**src/core/tbsp_pkg.sv**
```systemverilog
/*
 * Constants for the test-bus selection and pseudo-random sequence block.
 * Assumes an 8-bit register port addressed by byte offset.
 */
package tbsp_pkg;

    localparam int ADDR_W = 8;
    localparam int DATA_W = 8;
    localparam int BUS_SEL_W = 5;
    localparam int BIT_SEL_W = 3;
    localparam int NUM_BUSES = 32;
    localparam int PAR_W = 6;
    localparam int LFSR_W = 15;

    // Register offsets
    localparam logic [7:0] OFS_RESERVED_TEST_SLOT = 8'h30;
    localparam logic [7:0] OFS_TEST_SIGNAL_SELECT_ONE = 8'h31;
    localparam logic [7:0] OFS_TEST_SIGNAL_SELECT_TWO = 8'h32;
    localparam logic [7:0] OFS_TEST_BUS_STATUS = 8'h35;

    // Reset values
    localparam logic [7:0] RST_RESERVED_TEST_SLOT = 8'h00;
    localparam logic [7:0] RST_TEST_SIGNAL_SELECT_ONE = 8'h00;
    localparam logic [7:0] RST_TEST_SIGNAL_SELECT_TWO = 8'h00;

    // Field positions in test_signal_select_two
    localparam int POS_TEST_BUS_REORDER = 7;
    localparam int POS_PRBS9_ENABLE = 6;
    localparam int POS_PRBS15_ENABLE = 5;

    // Analogue auxiliary select code that routes the test bit
    localparam logic [3:0] AUX_ROUTE_CODE = 4'hF;

    // Sequence seed after a start
    localparam logic [14:0] LFSR_SEED = 15'h7FFF;

    // Generator modes
    typedef enum logic [1:0] {
        TBSP_MODE_NORMAL,
        TBSP_MODE_PRBS9,
        TBSP_MODE_PRBS15
    } tbsp_mode_e;

endpackage

```
**src/core/tbsp_top.sv**
```systemverilog
/*
 * Test-bus signal selection, parallel test port ordering and PRBS9/PRBS15
 * byte generation for the transmitter, with its register port.
 * Assumes test buses, transmit command and normal data come from logic on
 * CLOCK; pin-level tristating is done outside from the enables.
 */
// Behaviour
// A three-bit select picks one line of the selected test bus for the multifunction output.
// When the auxiliary_pin_two analogue select is all ones the selected line also drives one auxiliary pin.
// With the reorder bit set the parallel port carries bits 4,3,2,6,5,0 instead of 5..0.
// Bit 6 of select register two starts and enables PRBS9 generation.
// Bit 5 of select register two starts and enables PRBS15 generation.
// Software configures all transmit settings before enabling a sequence mode.
// An enabled sequence is only sent after the Transmit command.
// The low five bits of select register two choose the presented test bus.
// Offset 30h is reserved, has no function and reads zero.
// Select register one resets to zero and its upper five bits are reserved.
// The status register reads the eight bits of the currently chosen test bus.
// With no sequence enabled normal data is sent, and clearing an enable stops the sequence.
`timescale 1ns/10ps
`default_nettype none

module tbsp_top
    import tbsp_pkg::*;
(
    input wire logic CLOCK,
    input wire logic NRST,
    input wire logic [ADDR_W-1:0] REG_ADDR,
    input wire logic [DATA_W-1:0] REG_WDATA,
    input wire logic REG_WR,
    input wire logic REG_RD,
    output logic [DATA_W-1:0] REG_RDATA,
    input wire logic [NUM_BUSES*8-1:0] TEST_BUSES,
    input wire logic [3:0] ANALOGUE_AUXILIARY_PIN_TWO_SELECT,
    input wire logic AUX_TARGET,
    output logic MULTIFUNCTION_OUTPUT_PIN,
    output logic AUXILIARY_PIN_ONE,
    output logic AUXILIARY_PIN_ONE_OE,
    output logic AUXILIARY_PIN_TWO,
    output logic AUXILIARY_PIN_TWO_OE,
    output logic [PAR_W-1:0] PARALLEL_TEST_PORT,
    input wire logic TRANSMIT_START,
    input wire logic [7:0] NORMAL_DATA,
    input wire logic NORMAL_VALID,
    output logic NORMAL_READY,
    output logic [7:0] TX_DATA,
    output logic TX_VALID,
    input wire logic TX_READY
);

    typedef struct packed {
        logic [BIT_SEL_W-1:0] sel1;
        logic [7:0] sel2;
        logic [7:0] rdata;
        logic mf;
        logic auxiliary_pin_one;
        logic auxiliary_pin_one_oe;
        logic auxiliary_pin_two;
        logic auxiliary_pin_two_oe;
        logic [PAR_W-1:0] par;
        tbsp_mode_e mode;
        logic active;
        logic [LFSR_W-1:0] lfsr;
        logic out_v;
        logic [7:0] out_d;
        logic skid_v;
        logic [7:0] skid_d;
        logic src_rdy;
        logic norm_rdy;
    } tbsp_state_s;

    tbsp_state_s st_q;
    tbsp_state_s st_d;
    logic rst_meta_q;
    logic rst_n_q;
    logic chk_en_q;
    logic [7:0] cur_bus;
    logic cur_bit;
    logic [PAR_W-1:0] par_val;
    tbsp_mode_e mode_sel;
    logic in_v;
    logic [7:0] in_d;
    logic fire;
    logic take;
    logic [22:0] gen;

    // Eight sequence steps; returns {byte, next state}
    function automatic logic [22:0] prbs_byte(input logic [LFSR_W-1:0] s, input logic is9);
        logic [LFSR_W-1:0] r;
        logic [7:0] b;
        logic nb;
        r = s;
        b = 8'h00;
        for (int i = 0; i < 8; i++)
        begin
            nb = is9 ? (r[8] ^ r[4]) : (r[14] ^ r[13]);
            r = {r[LFSR_W-2:0], nb};
            b = {b[6:0], nb};
        end
        return {b, r};
    endfunction

    always_ff @(posedge CLOCK or negedge NRST)
    begin
        if (!NRST)
        begin
            rst_meta_q <= 1'b0;
            rst_n_q <= 1'b0;
            chk_en_q <= 1'b0;
        end
        else
        begin
            rst_meta_q <= 1'b1;
            rst_n_q <= rst_meta_q;
            // Checks start once the state has left reset
            chk_en_q <= rst_n_q;
        end
    end

    always_comb
    begin
        cur_bus = TEST_BUSES[{st_q.sel2[BUS_SEL_W-1:0], 3'b000} +: 8];
        cur_bit = cur_bus[st_q.sel1];
        if (st_q.sel2[POS_TEST_BUS_REORDER])
        begin
            par_val = {cur_bus[4], cur_bus[3], cur_bus[2], cur_bus[6], cur_bus[5], cur_bus[0]};
        end
        else
        begin
            par_val = cur_bus[PAR_W-1:0];
        end
        if (st_q.sel2[POS_PRBS9_ENABLE])
        begin
            mode_sel = TBSP_MODE_PRBS9;
        end
        else if (st_q.sel2[POS_PRBS15_ENABLE])
        begin
            mode_sel = TBSP_MODE_PRBS15;
        end
        else
        begin
            mode_sel = TBSP_MODE_NORMAL;
        end
        gen = prbs_byte(st_q.lfsr, st_q.mode == TBSP_MODE_PRBS9);
        case (st_q.mode)
            TBSP_MODE_PRBS9, TBSP_MODE_PRBS15:
            begin
                in_v = st_q.active;
                in_d = gen[22:15];
            end
            default:
            begin
                in_v = NORMAL_VALID;
                in_d = NORMAL_DATA;
            end
        endcase
        fire = in_v && st_q.src_rdy;
        take = st_q.out_v && TX_READY;

        st_d = st_q;
        // Register port
        st_d.rdata = 8'h00;
        if (REG_WR)
        begin
            case (REG_ADDR)
                OFS_TEST_SIGNAL_SELECT_ONE: st_d.sel1 = REG_WDATA[BIT_SEL_W-1:0];
                OFS_TEST_SIGNAL_SELECT_TWO: st_d.sel2 = REG_WDATA;
                default: st_d.sel1 = st_q.sel1;
            endcase
        end
        if (REG_RD)
        begin
            case (REG_ADDR)
                OFS_RESERVED_TEST_SLOT: st_d.rdata = RST_RESERVED_TEST_SLOT;
                OFS_TEST_SIGNAL_SELECT_ONE: st_d.rdata = {5'h00, st_q.sel1};
                OFS_TEST_SIGNAL_SELECT_TWO: st_d.rdata = st_q.sel2;
                OFS_TEST_BUS_STATUS: st_d.rdata = cur_bus;
                default: st_d.rdata = 8'h00;
            endcase
        end

        // Test signal outputs
        st_d.mf = cur_bit;
        st_d.auxiliary_pin_one = cur_bit;
        st_d.auxiliary_pin_two = cur_bit;
        st_d.auxiliary_pin_one_oe = (ANALOGUE_AUXILIARY_PIN_TWO_SELECT == AUX_ROUTE_CODE) && !AUX_TARGET;
        st_d.auxiliary_pin_two_oe = (ANALOGUE_AUXILIARY_PIN_TWO_SELECT == AUX_ROUTE_CODE) && AUX_TARGET;
        st_d.par = par_val;

        // Sequence control; settings are taken as already prepared by software
        st_d.mode = mode_sel;
        if (mode_sel != st_q.mode)
        begin
            st_d.lfsr = LFSR_SEED;
            st_d.active = 1'b0;
        end
        else if (mode_sel == TBSP_MODE_NORMAL)
        begin
            st_d.active = 1'b0;
        end
        else
        begin
            if (TRANSMIT_START)
            begin
                st_d.active = 1'b1;
            end
            if (fire)
            begin
                st_d.lfsr = gen[LFSR_W-1:0];
            end
        end

        // Two-entry buffer toward the transmitter
        if (st_q.skid_v)
        begin
            if (take || !st_q.out_v)
            begin
                st_d.out_v = 1'b1;
                st_d.out_d = st_q.skid_d;
                st_d.skid_v = 1'b0;
            end
        end
        else if (fire)
        begin
            if (take || !st_q.out_v)
            begin
                st_d.out_v = 1'b1;
                st_d.out_d = in_d;
            end
            else
            begin
                st_d.skid_v = 1'b1;
                st_d.skid_d = in_d;
            end
        end
        else if (take)
        begin
            st_d.out_v = 1'b0;
        end
        st_d.src_rdy = !st_d.skid_v;
        st_d.norm_rdy = !st_d.skid_v && (mode_sel == TBSP_MODE_NORMAL);
    end

    always_ff @(posedge CLOCK or negedge rst_n_q)
    begin
        if (!rst_n_q)
        begin
            st_q <= '0;
            st_q.sel1 <= RST_TEST_SIGNAL_SELECT_ONE[BIT_SEL_W-1:0];
            st_q.sel2 <= RST_TEST_SIGNAL_SELECT_TWO;
            st_q.mode <= TBSP_MODE_NORMAL;
            st_q.lfsr <= LFSR_SEED;
        end
        else
        begin
            st_q <= st_d;
        end
    end

    assign REG_RDATA = st_q.rdata;
    assign MULTIFUNCTION_OUTPUT_PIN = st_q.mf;
    assign AUXILIARY_PIN_ONE = st_q.auxiliary_pin_one;
    assign AUXILIARY_PIN_ONE_OE = st_q.auxiliary_pin_one_oe;
    assign AUXILIARY_PIN_TWO = st_q.auxiliary_pin_two;
    assign AUXILIARY_PIN_TWO_OE = st_q.auxiliary_pin_two_oe;
    assign PARALLEL_TEST_PORT = st_q.par;
    assign TX_DATA = st_q.out_d;
    assign TX_VALID = st_q.out_v;
    assign NORMAL_READY = st_q.norm_rdy;
endmodule

`default_nettype wire

```
**config.mk**
```make
export PLATFORM = sky130hd
export DESIGN_NAME = tbsp_top
export DESIGN_NICKNAME = d
export VERILOG_FILES = /design/src/core/tbsp_pkg.sv /design/src/core/tbsp_top.sv
export SDC_FILE = /design/constraint.sdc
export NUM_CORES = 1
export LEC_CHECK = 0
export ABC_AREA = 1
export BUFFER_PORTS_ARGS = -buffer_cell sky130_fd_sc_hd__clkbuf_2
export CORE_AREA = 2 2 126 128
export CTS_CLUSTER_SIZE = 12
export DETAILED_ROUTE_END_ITERATION = 12
export DIE_AREA = 0 0 128 130
export MAX_ROUTING_LAYER = met4
export PLACE_DENSITY = 0.81
export SLEW_MARGIN = 20
export SYNTH_ARGS = -nofsm -noshare
export SYNTH_HDL_FRONTEND = slang
export SYNTH_SLANG_ARGS = --single-unit
```
**constraint.sdc**
```tcl
create_clock -name CLOCK -period 2.7 [get_ports CLOCK]
set_input_delay 0.675 -clock CLOCK [delete_from_list [all_inputs] [get_ports CLOCK]]
set_output_delay 0.675 -clock CLOCK [all_outputs]
set_load 0.005 [all_outputs]
```
# After elaboration in Yosys (flattened, before gate mapping)
# Cells that the tools add are included.
# op_classes
add_sub_neg,0
mul,0
div_mod_pow,0
n_lt_le_gt_ge,1
n_eq_ne,10
shifts,1
mux,29
bitwise,18
reduce_logical,21
# op_table
operator,count
256-bit by 9-bit indexed part select with 8-bit output,1
15-bit 2-to-1 mux,2
"8-bit by 6-bit equality test with 1-bit output, second input constant",3
8-bit case mux with 3 select lines,1
10-bit 2-to-1 mux,2
9-bit 2-to-1 mux,2
17-bit 2-to-1 mux,1
16-bit 2-to-1 mux,1
8-bit 2-to-1 mux,2
1-bit bitwise XOR,16
1-bit 2-to-1 mux,14
2-bit AND reduction,4
6-bit 2-to-1 mux,1
3-bit AND reduction,2
3-bit nonzero test,2
1-bit logical AND,5
"4-bit equality test, second input constant",1
"3-bit by 4-bit < comparator with 1-bit output, second input constant",1
2-bit 2-to-1 mux,2
"2-bit by 1-bit != test with 1-bit output, second input constant",2
2-bit nonzero test,2
1-bit binary-select mux with 3-bit select,1
1-bit zero test,3
"2-bit by 1-bit equality test with 1-bit output, second input constant",1
7 further kinds,8
# totals
reg_bits,68
latch_bits,0
mem_bits_rw,0
mem_bits_ro,0
in_bits,292
output_inout_bits,29
wordCells,98
n_memories,0

# Longest topological paths before layout
# logic_depth
word_depth,10
mapped_depth,15
ltp_nobuf,13

# Worst setup path before layout
# Ideal clock, no wire load.
# synth_timing
path_kind,input -> register
from,in REG_ADDR[7]
to,reg st_q[59] (netlist name)
setup_ps,126
arrival_ps,1739
required_ps,2574
slack_ps,835
stages,7
path_buffers,1
cell_sequence,nor3_1 -> nand2_1 -> nor3_1 -> nand2_1 -> buf_2 -> nand2_1 -> o21ai_0
# synth_between
elab_chain_cells,2
# synth_lines
element,line,text
start: declaration,tbsp_top.sv:28,"input wire logic [ADDR_W-1:0] REG_ADDR,"
8-bit by 6-bit equality test with 1-bit output,tbsp_top.sv:165,case (REG_ADDR)
2-bit AND reduction (no line),n/a,
end signal: assignment,tbsp_top.sv:256,st_q <= st_d;
end: declaration,tbsp_top.sv:72,tbsp_state_s st_q;
# Every way passes these cells.
# A chain may end at the register's enable or synchronous reset.

# Worst setup path in the final report
# layout_timing
from,in REG_ADDR[5]
to,reg st_q[57] (netlist name)
# The elaborated chain is that of the path after synthesis.

==> run metrics <==
Setup CP Type in2reg; CP Max Fanout 16; hpwl dp 18200 um; Seq/Total Area, Yosys 0.297; min Tclk post-route 2310 ps; Cell Pwr Density just over 600 nW/um2; Worst EP arrival 2490 ps; fin util 0.500; leakage power 0.00425 uW; Clock Path Buffers 2; Synth Warn # 0; total power between 4000 and 5000 uW; max_cap viols 0; global route overflow 0; CP peak stage delay 500 ps; die width 128 um; cells along the critical path clkbuf_2, nand2_1, nor3_1, nand2_1, nor3_1, nand2_1, o21ai_0; RSZ-0062 raised after global routing false; worst hold slack 125 ps; Chip Height 130 um; Post-synth EDFFs 0; Setup crit end kind flip-flop; GR Util met3 0.0508; drc violations 0; worst path required time about 2900 ps; vias in the first global route 7032; Synth cell types 27; CTS tree done; Max VDD drop around 380 uV; Final ANT Viol Nets 0; die area 16600 um2; Gate Count Post-Synth 970; Worst-Skew Late Latency roughly 330 ps; global-route wire length before repair 36100 um; routed len/inst ~16 um; final RePlAce weighted congestion 0.985; largest net degree at the start of global routing 66; CP bufs+invs 1; worst r2r src st_q[57]; Core Area 15400 um2; nets@finish 1528; period utilization 0.856; port bufs 320; startpoint types input port; Syn Std Cell Area 5800 um2; non-filler instance count after layout 1433; cell row count 46; multi-input logic area 3410 um2; GRT busiest layer met2; Clock Sink Count between 60 and 70; synth-to-layout area growth 33.0%; Post-synth ARST share 1.00; f_max around 430 MHz; Worst Hold Class in2async; antenna violations before repair 1; total track usage 0.286; register bit total from synthesis 68; Post-CTS Setup Inserts 0; htree depth 3; met1 GRT Util 0.374; Max Slew Vio Count 0; Starting DRT DRC Count 539; CTS Root Cell clkbuf_16; PostCTS Resize Cnt 0; endpoints failing hold 0; Placed Cells around 1400; clock skew 10.7 ps; Worst path slowest cell o21ai_0; fraction of layout cells with a size suffix above 1 0.305; critical path launch point REG_ADDR[5]; Slew @ Worst Pin 637 ps; Setup TNS 0 ps; vias 7360; final setup fails 0; TritonCTS Buffers 9; FF/Latch Area 1730 um2; ys flop type dfrtp_1; met2 Track Usage GR 0.455; first-pass detailed-route iteration total 5; Filler cells 1616; Top Family by Delay on Critical Path simple AND/OR/NAND/NOR gates; clk slew on worst S/H paths 60 ps; initial core utilization 0.376; io pins ~320; WL final 23000 um; syn nets approximately 1300; most used cell, CP nand2_1; Slew headroom 0.576; outcome finished, final reports clean; vias per inst 5.14; Hold Buf Count CTS 0; Post-Synthesis Mean Instance Area about 6.0 um2
==> worst reg2reg max path, stage by stage, from the launching register on <==
cell and delay (ps):
dfrtp_4 610, inv_4 290, buf_12 220, nand2_1 130, nand3_1 100, nand3_1 80, nand2_1 100, nand2_1 50
nand3_1 180, nand2_1 100, nand2_1 70, nand3_1 80, nand2_1 80, nand2_1 50, nand2_1 60
==> routing by layer <==
| metal | vias to the layer above | wire [um] | share of wire |
|---|---|---|---|
| met5 | - | 0 | 0 |
| met4 | 0 | 593 | 0.026 |
| met3 | 53 | 1590 | 0.069 |
| met2 | 352 | 10600 | 0.46 |
| met1 | 3289 | 10100 | 0.44 |
| li1 | 3666 | - | - |
==> per-stage QoR <==
step	worst slack [ps]	instance area, um2
6_report	388	7710
5_1_grt	254	7710
4_1_cts	420	7710
3_5_place_dp	75.2	7390
3_3_place_gp	125	7390
2_1_floorplan	692	5800
==> sequential cells by signal, indices dropped and copies added, names as in the netlist <==
name,count
AUXILIARY_PIN_ONE_OE,1
st_q,32
REG_RDATA,8
TX_VALID,1
rst_meta_q,1
TX_DATA,8
gen,7
rst_n_q,1
AUXILIARY_PIN_TWO,1
NORMAL_READY,1
AUXILIARY_PIN_TWO_OE,1
PARALLEL_TEST_PORT,6
==> cell usage in the layout (no fill, tap or decap), types with 2 or more instances in the layout <==
cell type,n
dfstp_2,15
nor3_1,5
nand3_1,229
or2_2,3
o22ai_1,7
nand2_1,397
clkbuf_16,9
clkbuf_2,320
dfrtp_1,50
dfrtp_2,2
nand4_1,2
o21ai_0,33
xor2_1,9
inv_1,46
a21oi_1,26
bufinv_16,2
nor2_1,34
clkinv_1,3
inv_6,2
nor2_2,2
a22oi_1,12
buf_12,7
buf_4,10
clkinvlp_4,2
o21a_1,4
==> cell type report <==
| cell class | instances | share of cell area |
|---|---|---|
| multi-input combinational | 768 | 0.442 |
| sequential | 68 | 0.224 |
| tap | 192 | 0.0312 |
| clock inverter | 7 | 0.0127 |
| inverter | 51 | 0.0252 |
| antenna | 1 | 0.000325 |
| clock buffer | 9 | 0.0292 |
| timing repair buffer | 337 | 0.236 |
==> path summary, 6_finish.rpt <==
kind / end / slack, ps / depth (start not counted)
setup / recovery: st_q[57] / 390 / 7
hold / removal: rst_n_q / 130 / 1
setup reg to reg: AUXILIARY_PIN_TWO / 440 / 14
hold reg to reg: TX_DATA[1] / 290 / 0
max in group asynchronous: st_q[28] / 1720 / 1
min in group CLOCK: rst_n_q / 350 / 0
==> cells by family after synthesis <==
family / count (synthesis) / synth area share
adder cells (fa/ha/maj): 1 / 0.00216
buffers and inverters: 134 / 0.115
other: 1 / 0.000647
AND/OR/NAND/NOR: 673 / 0.490
AO/OA/AOI/OAI: 83 / 0.0801
XOR/XNOR: 10 / 0.0151
flip-flops: 68 / 0.297
==> report_power, final <==
group / internal [uW] / switching [uW] / total [uW]
clock network: 813 / 469 / 1280
logic: 761 / 1140 / 1900
registers: 1380 / 204 / 1580
==> Yosys cell counts, types with 2 or more instances <==
library cell	number	area share
nand4_1	2	0.0022
buf_2	40	0.035
nor2_1	34	0.022
clkbuf_1	6	0.0039
nor2_2	2	0.0022
dfstp_2	15	0.068
or2_2	3	0.0032
o21ai_0	33	0.028
a22oi_1	12	0.016
nor3_1	5	0.0043
o22ai_1	7	0.0076
nand3_1	229	0.20
xor2_1	9	0.014
inv_1	47	0.030
buf_1	6	0.0039
buf_4	31	0.040
nand2_1	397	0.26
dfrtp_1	53	0.23
clkinv_1	3	0.0019
a21oi_1	26	0.022
o21a_1	4	0.0052
No activity file was read; power rests on OpenSTA's default activity.
